[config.mk]
export PLATFORM = sky130hd
export DESIGN_NAME = uwc_walk_cache
export DESIGN_NICKNAME = d
export VERILOG_FILES = /design/src/core/uwc_pkg.sv /design/src/core/uwc_walk_cache.sv
export SDC_FILE = /design/constraint.sdc
export NUM_CORES = 2
export LEC_CHECK = 0
export ABC_AREA = 1
export BUFFER_PORTS_ARGS = -buffer_cell sky130_fd_sc_hd__clkbuf_2
export CAP_MARGIN = 0
export CORE_MARGIN = 1.5
export CORE_UTILIZATION = 25
export DETAILED_ROUTE_END_ITERATION = 10
export PLACE_DENSITY = 0.47
export SETUP_SLACK_MARGIN = 0.02
export SLEW_MARGIN = 20
export SYNTH_ARGS = -nofsm -noshare
export SYNTH_HDL_FRONTEND = slang
export SYNTH_SLANG_ARGS = --single-unit
[constraint.sdc]
create_clock -name core_clk -period 81 [get_ports core_clk]
set_input_delay 4.05 -clock core_clk [delete_from_list [all_inputs] [get_ports core_clk]]
set_output_delay 4.05 -clock core_clk [all_outputs]
set_load 0.05 [all_outputs]
[src/core/uwc_pkg.sv]
// Constants, types and the register map of the upper-level walk cache.
// Assumes one clock domain shared with the page-walk engine.
//
// Summary of operation
// - Nested level-4 entry stores the second-stage-translated table address.
// - Nested level-4 write is AND of level-5/4 writes and second-stage writes.
// - Nested level-4 user flag is AND of level-5/4 user flags.
// - Nested exec-disable ORs first-stage flags with second-stage execute term.
// - A lookup hit returns the cached entry instead of reading memory.
// - First-stage entries need present set and reserved clear everywhere.
// - Nested entries need second-stage read permission for each contributor.
// - Second-stage entries need read or write set and reserved clear.
// - Second-stage creation checks apply only while caching mode reads zero.
// - Accessed flags are written in memory before a first-stage entry.
// - Extended accessed flags are also written when that mode is enabled.
// - Under nesting, flag writes need second-stage write permission.
// - Entries may be created without any complete lower translation.
// - Entries stay unchanged when memory tables change later.
// - Level-3 first-stage or nested tag is 18 or 27 bits from N:30.
// - N is bit 56 with five levels and bit 47 with four.
// - First-stage level-3 combines flags over levels; page leaves not cached.
// - Second-stage level-3 tag uses bits max_guest_addr_width down to 30.
// - Second-stage level-3 ANDs read, write, execute; page leaves not cached.
// - Nested level-3 stores translated address with combined write and exec.
// - Level-4 first-stage or nested tag is 9 or 18 bits from N:39.
// - Every entry is also tagged with domain and address-space identifiers.
// - Any entry may be dropped at any time.

package uwc_pkg;

   // ==========================================================
   // Sizes
   localparam int UWC_ENTRIES = 16;
   localparam int UWC_IDX_W = 4;
   localparam int UWC_VA_W = 57;
   localparam int UWC_TBL_W = 40;
   localparam int UWC_DID_W = 16;
   localparam int UWC_PASID_W = 20;
   localparam int UWC_TAG_W = 27;

   // ==========================================================
   // Tag geometry
   localparam logic [6:0] UWC_L3_SHIFT = 7'h1E;
   localparam logic [6:0] UWC_L4_SHIFT = 7'h27;
   localparam logic [5:0] UWC_TOP_5LVL = 6'h38;
   localparam logic [5:0] UWC_TOP_4LVL = 6'h2F;

   // ==========================================================
   // Register map
   localparam logic [7:0] UWC_REG_CFG = 8'h00;
   localparam logic [7:0] UWC_REG_STAT = 8'h04;
   localparam logic [7:0] UWC_REG_HITS = 8'h08;
   localparam int UWC_CFG_FIVE = 0;
   localparam int UWC_CFG_XDEN = 1;
   localparam int UWC_CFG_SSXEN = 2;
   localparam int UWC_CFG_EAEN = 3;
   localparam int UWC_CFG_CM = 4;
   localparam int UWC_CFG_MAX_GUEST_ADDR_WIDTH_LO = 8;
   localparam logic [13:0] UWC_CFG_RST = 14'h2F00;
   localparam int UWC_STAT_ST_LO = 16;

   typedef enum logic [1:0] {
      UWC_XL_FIRST = 2'h0,
      UWC_XL_SECOND = 2'h1,
      UWC_XL_NESTED = 2'h2
   } uwc_xlat_t;

   typedef enum logic [2:0] {
      UWC_ST_IDLE = 3'h1,
      UWC_ST_UPD = 3'h2,
      UWC_ST_WAIT = 3'h4
   } uwc_state_t;

   typedef struct packed {
      logic valid;
      logic lvl4;
      logic [1:0] xlat;
      logic [26:0] tag;
      logic [15:0] did;
      logic pasidVld;
      logic [19:0] pasid;
      logic [39:0] tbl;
      logic rd;
      logic wr;
      logic us;
      logic xd;
   } uwc_entry_t;

endpackage

[src/core/uwc_walk_cache.sv]
// Level-4 and level-3 paging-structure cache for the page-walk engine.
// Assumes the walk engine, memory port and register master share core_clk;
// the walk engine supplies raw entry fields and second-stage results.
//
// The implementer's own choices: the placing of the registers and the address-and-strobe port.

`timescale 1ns/1ps
`default_nettype none

module uwc_walk_cache
   import uwc_pkg::*;
(
   input wire logic core_clk,
   input wire logic nrst,
   // Register port
   input wire logic [7:0] regAddr,
   input wire logic [31:0] regWrData,
   input wire logic regWr,
   input wire logic regRd,
   output logic [31:0] regRdData_r,
   // Lookup
   input wire logic lkReq,
   input wire logic lkLvl4,
   input wire logic [1:0] lkXlat,
   input wire logic [56:0] lkAddr,
   input wire logic [15:0] lkDid,
   input wire logic lkPasidVld,
   input wire logic [19:0] lkPasid,
   output logic lkRsp_r,
   output logic lkHit_r,
   output logic [39:0] lkTable_r,
   output logic lkRd_r,
   output logic lkWr_r,
   output logic lkUs_r,
   output logic lkXd_r,
   // Fill; vectors index 0 = level 3, 1 = level 4, 2 = level 5
   input wire logic fillReq,
   input wire logic fillLvl4,
   input wire logic [1:0] fillXlat,
   input wire logic [56:0] fillAddr,
   input wire logic [15:0] fillDid,
   input wire logic fillPasidVld,
   input wire logic [19:0] fillPasid,
   input wire logic [39:0] fillTable,
   input wire logic fillLeaf,
   input wire logic [2:0] entPresent,
   input wire logic [2:0] entRsvdOk,
   input wire logic [2:0] entR,
   input wire logic [2:0] entW,
   input wire logic [2:0] entU,
   input wire logic [2:0] entX,
   input wire logic [2:0] entAcc,
   input wire logic [2:0] entExtAcc,
   input wire logic [2:0] nestRd,
   input wire logic [2:0] nestWr,
   input wire logic [2:0] nestX,
   input wire logic [2:0] nestLocWr,
   output logic fillReady_r,
   output logic fillDone_r,
   output logic fillMade_r,
   // Accessed-flag writes to table memory
   output logic memWrReq_r,
   output logic [1:0] memWrLvl_r,
   output logic memWrEa_r,
   input wire logic memWrAck,
   // Invalidation
   input wire logic invReq,
   input wire logic invGlobal,
   input wire logic [15:0] invDid,
   output logic invAck_r
);

   // ==========================================================
   // Reset release
   logic rstSync1_r;
   logic rstSync2_r;
   always_ff @(posedge core_clk or negedge nrst) begin
      if (!nrst) begin
         rstSync1_r <= 1'b0;
         rstSync2_r <= 1'b0;
      end else begin
         rstSync1_r <= 1'b1;
         rstSync2_r <= rstSync1_r;
      end
   end
   wire logic rstN = rstSync2_r;

   // ==========================================================
   // State
   uwc_entry_t ent_r [UWC_ENTRIES];
   uwc_entry_t ent_nxt [UWC_ENTRIES];
   logic [13:0] cfg_r, cfg_nxt;
   logic [15:0] hits_r, hits_nxt;
   logic [UWC_IDX_W-1:0] rr_r, rr_nxt;
   uwc_state_t st_r, st_nxt;
   uwc_entry_t pendEnt_r, pendEnt_nxt;
   logic [2:0] pend_r, pend_nxt;
   logic [2:0] pendEa_r, pendEa_nxt;
   logic [31:0] rdData_nxt;
   logic lkRsp_nxt, lkHit_nxt, lkRd_nxt, lkWr_nxt, lkUs_nxt, lkXd_nxt;
   logic [39:0] lkTable_nxt;
   logic fillReady_nxt, fillDone_nxt, fillMade_nxt;
   logic memWrReq_nxt, memWrEa_nxt, invAck_nxt;
   logic [1:0] memWrLvl_nxt;

   wire logic five = cfg_r[UWC_CFG_FIVE];
   wire logic xdEn = cfg_r[UWC_CFG_XDEN];
   wire logic ssxEn = cfg_r[UWC_CFG_SSXEN];
   wire logic eaEn = cfg_r[UWC_CFG_EAEN];
   wire logic cmCap = cfg_r[UWC_CFG_CM];
   wire logic [5:0] mgawTop = cfg_r[UWC_CFG_MAX_GUEST_ADDR_WIDTH_LO +: 6];

   // Tag is the input address from the top bit down to the level's shift,
   // zero-extended so narrower tags still compare exactly.
   function automatic logic [26:0] tagOf(input logic [56:0] a,
                                         input logic l4,
                                         input logic ss);
      logic [5:0] top;
      logic [56:0] msk;
      logic [56:0] sh;
      top = ss ? mgawTop : (five ? UWC_TOP_5LVL : UWC_TOP_4LVL);
      msk = ~({57{1'b1}} << ({1'b0, top} + 7'h01));
      sh = (a & msk) >> (l4 ? UWC_L4_SHIFT : UWC_L3_SHIFT);
      return sh[26:0];
   endfunction

   // ==========================================================
   // Lookup match
   logic [UWC_ENTRIES-1:0] lkMatch;
   logic [UWC_ENTRIES-1:0] invMatch;
   logic [26:0] lkTag;
   always_comb lkTag = tagOf(lkAddr, lkLvl4, lkXlat == UWC_XL_SECOND);

   genvar gi;
   generate
      for (gi = 0; gi < UWC_ENTRIES; gi++) begin : gMatch
         assign lkMatch[gi] = ent_r[gi].valid && ent_r[gi].lvl4 == lkLvl4 &&
                              ent_r[gi].xlat == lkXlat &&
                              ent_r[gi].tag == lkTag &&
                              ent_r[gi].did == lkDid &&
                              ent_r[gi].pasidVld == lkPasidVld &&
                              (!lkPasidVld || ent_r[gi].pasid == lkPasid);
         assign invMatch[gi] = invGlobal || ent_r[gi].did == invDid;
      end
   endgenerate

   // ==========================================================
   // Fill evaluation: creation checks and combined flags
   logic [2:0] contrib;
   logic [1:0] tgt;
   logic isSs, isNest, fillOk;
   logic [2:0] accNeed, eaNeed;
   uwc_entry_t newEnt;

   always_comb begin
      contrib = {five, 1'b1, ~fillLvl4};
      tgt = fillLvl4 ? 2'h1 : 2'h0;
      isSs = fillXlat == UWC_XL_SECOND;
      isNest = fillXlat == UWC_XL_NESTED;
      fillOk = !fillLeaf;
      if (isSs) begin
         if (!cmCap) begin
            fillOk = fillOk && &(((entR | entW) & entRsvdOk) | ~contrib);
         end
      end else begin
         fillOk = fillOk && &((entPresent & entRsvdOk) | ~contrib);
         if (isNest) begin
            fillOk = fillOk && &(nestRd | ~contrib);
         end
      end
      accNeed = isSs ? 3'h0 : contrib & ~entAcc;
      eaNeed = (isSs || !eaEn) ? 3'h0 : contrib & ~entExtAcc;
      // A flag that cannot be written under nesting blocks the entry
      if (isNest && |((accNeed | eaNeed) & ~nestLocWr)) begin
         fillOk = 1'b0;
      end
      newEnt = '0;
      newEnt.valid = 1'b1;
      newEnt.lvl4 = fillLvl4;
      newEnt.xlat = fillXlat;
      newEnt.tag = tagOf(fillAddr, fillLvl4, isSs);
      newEnt.did = fillDid;
      newEnt.pasidVld = fillPasidVld;
      newEnt.pasid = fillPasid;
      newEnt.tbl = fillTable;
      if (isSs) begin
         newEnt.rd = &(entR | ~contrib);
         newEnt.wr = &(entW | ~contrib);
         newEnt.us = 1'b1;
         newEnt.xd = ssxEn && !(&(entX | ~contrib));
      end else begin
         newEnt.rd = 1'b1;
         newEnt.wr = &(entW | ~contrib);
         newEnt.us = &(entU | ~contrib);
         newEnt.xd = xdEn && |(entX & contrib);
         if (isNest) begin
            newEnt.wr = newEnt.wr && nestWr[tgt];
            newEnt.xd = newEnt.xd || (ssxEn && !nestX[tgt]);
         end
      end
   end

   // ==========================================================
   // Victim choice: first free slot, else round robin
   logic [UWC_IDX_W-1:0] victim;
   logic freeFound;
   always_comb begin
      victim = rr_r;
      freeFound = 1'b0;
      for (int i = 0; i < UWC_ENTRIES; i++) begin
         if (!freeFound && !ent_r[i].valid) begin
            victim = UWC_IDX_W'(i);
            freeFound = 1'b1;
         end
      end
   end

   // ==========================================================
   // Next-state logic
   logic fillTake, invTake, commit;
   logic [1:0] upLvl;
   always_comb begin
      ent_nxt = ent_r;
      cfg_nxt = cfg_r;
      hits_nxt = hits_r;
      rr_nxt = rr_r;
      st_nxt = st_r;
      pendEnt_nxt = pendEnt_r;
      pend_nxt = pend_r;
      pendEa_nxt = pendEa_r;
      rdData_nxt = 32'h0;
      lkRsp_nxt = lkReq;
      lkHit_nxt = 1'b0;
      lkTable_nxt = 40'h0;
      lkRd_nxt = 1'b0;
      lkWr_nxt = 1'b0;
      lkUs_nxt = 1'b0;
      lkXd_nxt = 1'b0;
      fillDone_nxt = 1'b0;
      fillMade_nxt = 1'b0;
      memWrReq_nxt = 1'b0;
      memWrLvl_nxt = memWrLvl_r;
      memWrEa_nxt = memWrEa_r;
      invAck_nxt = 1'b0;
      commit = 1'b0;
      upLvl = 2'h0;

      // Lookup answers from the array; memory tables are never re-read
      if (lkReq) begin
         for (int i = UWC_ENTRIES - 1; i >= 0; i--) begin
            if (lkMatch[i]) begin
               lkHit_nxt = 1'b1;
               lkTable_nxt = ent_r[i].tbl;
               lkRd_nxt = ent_r[i].rd;
               lkWr_nxt = ent_r[i].wr;
               lkUs_nxt = ent_r[i].us;
               lkXd_nxt = ent_r[i].xd;
            end
         end
         if (|lkMatch) begin
            hits_nxt = hits_r + 16'h0001;
         end
      end

      fillTake = st_r == UWC_ST_IDLE && fillReady_r && fillReq;
      // Invalidation waits out any fill so no stale entry lands after it
      invTake = st_r == UWC_ST_IDLE && !fillTake && invReq && !invAck_r;

      case (st_r)
         UWC_ST_IDLE: begin
            if (fillTake) begin
               if (!fillOk) begin
                  fillDone_nxt = 1'b1;
               end else if ((accNeed | eaNeed) == 3'h0) begin
                  pendEnt_nxt = newEnt;
                  commit = 1'b1;
               end else begin
                  pendEnt_nxt = newEnt;
                  pend_nxt = accNeed | eaNeed;
                  pendEa_nxt = eaNeed;
                  st_nxt = UWC_ST_UPD;
               end
            end
         end
         UWC_ST_UPD: begin
            // Walk order: upper level written first
            if (pend_r[2]) begin
               upLvl = 2'h2;
            end else if (pend_r[1]) begin
               upLvl = 2'h1;
            end else begin
               upLvl = 2'h0;
            end
            memWrReq_nxt = 1'b1;
            memWrLvl_nxt = upLvl;
            memWrEa_nxt = pendEa_r[upLvl];
            st_nxt = UWC_ST_WAIT;
         end
         UWC_ST_WAIT: begin
            if (memWrAck) begin
               pend_nxt[memWrLvl_r] = 1'b0;
               pendEa_nxt[memWrLvl_r] = 1'b0;
               if ((pend_r & ~(3'h1 << memWrLvl_r)) == 3'h0) begin
                  commit = 1'b1;
                  st_nxt = UWC_ST_IDLE;
               end else begin
                  st_nxt = UWC_ST_UPD;
               end
            end
         end
         default: begin
            st_nxt = UWC_ST_IDLE;
         end
      endcase

      // Entry is built only after flags are set; no lower-level check
      if (commit) begin
         ent_nxt[victim] = fillTake ? newEnt : pendEnt_r;
         rr_nxt = rr_r + UWC_IDX_W'(1);
         fillDone_nxt = 1'b1;
         fillMade_nxt = 1'b1;
      end

      if (invTake) begin
         for (int i = 0; i < UWC_ENTRIES; i++) begin
            if (invMatch[i]) begin
               ent_nxt[i].valid = 1'b0;
            end
         end
         invAck_nxt = 1'b1;
      end

      fillReady_nxt = st_nxt == UWC_ST_IDLE && !fillTake;

      // Register port
      if (regWr) begin
         case (regAddr)
            UWC_REG_CFG: cfg_nxt = regWrData[13:0];
            UWC_REG_HITS: hits_nxt = 16'h0000;
            default: cfg_nxt = cfg_r;
         endcase
      end
      if (regRd) begin
         case (regAddr)
            UWC_REG_CFG: rdData_nxt = {18'h0, cfg_r};
            UWC_REG_STAT: begin
               for (int i = 0; i < UWC_ENTRIES; i++) begin
                  rdData_nxt[i] = ent_r[i].valid;
               end
               rdData_nxt[UWC_STAT_ST_LO +: 3] = st_r;
            end
            UWC_REG_HITS: rdData_nxt = {16'h0, hits_r};
            default: rdData_nxt = 32'h0;
         endcase
      end
   end

   // ==========================================================
   // Registers; entries change only by fill or invalidation
   always_ff @(posedge core_clk or negedge rstN) begin
      if (!rstN) begin
         for (int i = 0; i < UWC_ENTRIES; i++) begin
            ent_r[i] <= '0;
         end
         cfg_r <= UWC_CFG_RST;
         hits_r <= 16'h0000;
         rr_r <= '0;
         st_r <= UWC_ST_IDLE;
         pendEnt_r <= '0;
         pend_r <= 3'h0;
         pendEa_r <= 3'h0;
         regRdData_r <= 32'h0;
         lkRsp_r <= 1'b0;
         lkHit_r <= 1'b0;
         lkTable_r <= 40'h0;
         lkRd_r <= 1'b0;
         lkWr_r <= 1'b0;
         lkUs_r <= 1'b0;
         lkXd_r <= 1'b0;
         fillReady_r <= 1'b0;
         fillDone_r <= 1'b0;
         fillMade_r <= 1'b0;
         memWrReq_r <= 1'b0;
         memWrLvl_r <= 2'h0;
         memWrEa_r <= 1'b0;
         invAck_r <= 1'b0;
      end else begin
         ent_r <= ent_nxt;
         cfg_r <= cfg_nxt;
         hits_r <= hits_nxt;
         rr_r <= rr_nxt;
         st_r <= st_nxt;
         pendEnt_r <= pendEnt_nxt;
         pend_r <= pend_nxt;
         pendEa_r <= pendEa_nxt;
         regRdData_r <= rdData_nxt;
         lkRsp_r <= lkRsp_nxt;
         lkHit_r <= lkHit_nxt;
         lkTable_r <= lkTable_nxt;
         lkRd_r <= lkRd_nxt;
         lkWr_r <= lkWr_nxt;
         lkUs_r <= lkUs_nxt;
         lkXd_r <= lkXd_nxt;
         fillReady_r <= fillReady_nxt;
         fillDone_r <= fillDone_nxt;
         fillMade_r <= fillMade_nxt;
         memWrReq_r <= memWrReq_nxt;
         memWrLvl_r <= memWrLvl_nxt;
         memWrEa_r <= memWrEa_nxt;
         invAck_r <= invAck_nxt;
      end
   end

endmodule

`default_nettype wire

==> impl_metrics.csv <==
group,metric,value,unit
timing,fmax,0.0895,GHz
drt,drt_iter0_markers,9657,
setup_path,cpLargestDelayFamily,"simple AND/OR/NAND/NOR gates",
final_layout,final_cell_mix,"4564 x nand2_1, 2287 x o21ai_0, 2015 x dfrtp_1",
setup_path,crit_required,81.74,ns
drt,first_pass_iters,6,
placed_design,dp_slack,68.77,ns
setup_path,r2r-start,"cfg_r[0]",
setup_path,cp_common_cell,"nand2_1",
die,fp.dieH,648,µm
drt,vias,94000,
clocking,clk_pin_slew,0.06,ns
synth,avgSynthCellArea,7.48,µm²
drt,ant_nets,0,
clocking,cts_buffer_depth,4,
pwr,pwr-share-seq,0.406,
grt,antenna_found_initial,49,
setup_path,path_class,"input port to flop",
pwr,p_sw,808,µW
synth,synth_edf_count,0,
clocking,cts_tree,"yes",
timing,slew_viol_final,0,
timing,period_needed,11.17,ns
clocking,postCtsHoldBufs,0,
placed_design,place_inst,19100,
timing,rsz0062_at_grt,"false",
pwr,switching_share,0.315,
min_path,worstHoldStart,"rstSync1_r",
setup_path,r2r_end,"lkXd_r",
timing,timing.final.crit_share,0.138,
die,start_util,0.251,
synth,ys_seq_area_frac,0.487,
clocking,post-cts-setup-buffers,0,
grt,grt_pass1_wl,626000,µm
clocking,cts_resized,0,
final_layout,final_common_cell,"nand2_1",
drt,drc_errors,0,
clocking,cts-root-buf,"clkbuf_16",
final_layout,nets,14200,
grt,grt_max_degree,185,
placed_design,gp_congestion,0.908,
timing,hold_viol,0,
placed_design,port_buffers,328,
die,io_pins,422,
die,core_region_area,413000,µm²
setup_path,worstRegToRegCells,32,
setup_path,rrSetupSlack,72.76,ns
synth,yosysUniqueCellTypes,63,
pwr,vdd_drop_max,19.6,µV
outcome,status,"finished, final reports clean",
pwr,p_total,2570,µW
setup_path,end_kind,"flop",
synth,synthCells,13900,
min_path,holdCritPathClass,"flop to flop",
setup_path,startpoint_type,"input port",
die,rows,236,
setup_path,arrival,11.91,ns
pwr,clkPwrFrac,0.441,
flow_run,cap_violations,0,
setup_path,crit_buf_inv,5,
synth,async_reset_ff_frac,1.00,
setup_path,crit_end,"lkXd_r",
placed_design,hpwl,275000,µm
synth,ys_ff_latch,2022,
setup_path,cp-startpoint,"lkXlat[0]",
drt,routed_wl,433000,µm
timing,clock_skew,0.112,ns
pwr,intPower,1760,µW
setup_path,cpPeakStageDelay,0.68,ns
drt,vias_per_cell,4.81,
die,die_x,648,µm
drt,wl_per_cell,22.1,µm
pwr,powerDensity,21.5,nW/µm²
final_layout,final_cells,19600,
grt,grt_use_total,0.201,
grt,overflow,0,
clocking,cts_made_buffers,239,
synth,netlist_area,104000,µm²
final_layout,area_delta_synth_final,14.9,%
final_layout,fill_cells,45200,
pwr,comb_power_share,0.154,
timing,worst_slack,69.83,ns
setup_path,cp_max_fo,53,
timing,tightestPinTransition,1.31,ns
final_layout,drive_above_1_share,0.0853,
grt,grt_pass1_vias,87000,
timing,setup_tns,0,ns
synth,synth_flop_cell,"dfrtp_1",
timing,maxSlewHeadroom,0.124,
synth,ys_warn_count,0,
setup_path,slowest_stage,"nor2_2",
pwr,leakage,0.0555,µW
clocking,cts_htree_levels,4,
timing,setup_viol,0,
die,die-area,419000,µm²
clocking,clock-sinks,2022,
setup_path,cp.depth,32,
clocking,clock_latency,0.98,ns
## cell families after synthesis
logic type,after synthesis,synth area share
adder cells (fa/ha/maj),11,0.00132
multiplexers,9,0.000952
XOR/XNOR,320,0.0270
other,2,0.0000723
AND/OR/NAND/NOR,6168,0.240
flip-flops,2022,0.487
buffers and inverters,2176,0.0816
AO/OA/AOI/OAI,3183,0.162
## per-stage QoR
step / hold WS, ns / util / cell area [µm²]
floorplan: 0.331 / - / 104000
global placement: 0.333 / 0.269 / 111000
detailed placement: 0.338 / 0.269 / 111000
CTS: 0.353 / 0.289 / 119000
global route: 0.355 / 0.289 / 119000
finish: 0.350 / 0.289 / 119000
## worst min-delay path by stage
stage / end / slack, ns / cells past startpoint
after global placement: rstN / 0.33 / 0
after global routing: rstN / 0.36 / 0
after CTS: rstN / 0.35 / 0
final: rstN / 0.35 / 0
after floorplan: rstN / 0.33 / 0
after detailed placement: rstN / 0.34 / 0
## layer usage
layer  up-vias  GRT usage  share of wire
li1      44400          -              -
met1     45500      0.286           0.45
met2      3418      0.309           0.43
met3       723     0.0330          0.078
met4        46     0.0643          0.035
met5         -          0        0.00058
## cell type report
class	instances	area, µm²	share of cell area
Sequential cell	2022	50600	0.424
Multi-Input combinational cell	9705	45100	0.378
Clock buffer	362	7230	0.0605
Tap cell	5474	6850	0.0574
Inverter	1296	4900	0.0411
Timing Repair Buffer	601	3780	0.0317
Clock inverter	76	887	0.00743
Antenna cell	22	55.1	0.000461
## synth_stat cells, types with 15 or more instances
cell type  instances  share of area
a21oi_1          424          0.020
a221oi_1          27         0.0023
buf_1             52         0.0019
buf_2             56         0.0027
buf_4             41         0.0030
clkbuf_1         720          0.026
clkinv_1          22        0.00079
dfrtp_1         2016           0.49
inv_1           1260          0.046
nand2_1         4568           0.17
nand2_2           30         0.0018
nand3_1          370          0.018
nand3_2           15         0.0014
nand3b_1          38         0.0027
nand4_1          109         0.0066
nor2_1           851          0.031
nor3_1            41         0.0020
nor4_1            46         0.0028
o21a_1            86         0.0062
o21ai_0         2289           0.11
o21ai_1           20        0.00096
o22ai_1          239          0.014
or2_2             44         0.0026
xnor2_1          168          0.014
xor2_1           152          0.013
## power groups by stage
stage	Clock, µW	Combinational [µW]	Sequential, µW
finish	1130	394	1040
global route	1190	419	1040
CTS	1150	394	1040
detailed placement	0	392	1060
global placement	0	393	1060
floorplan	0	173	1080
(Power assumes the default switching activity.)
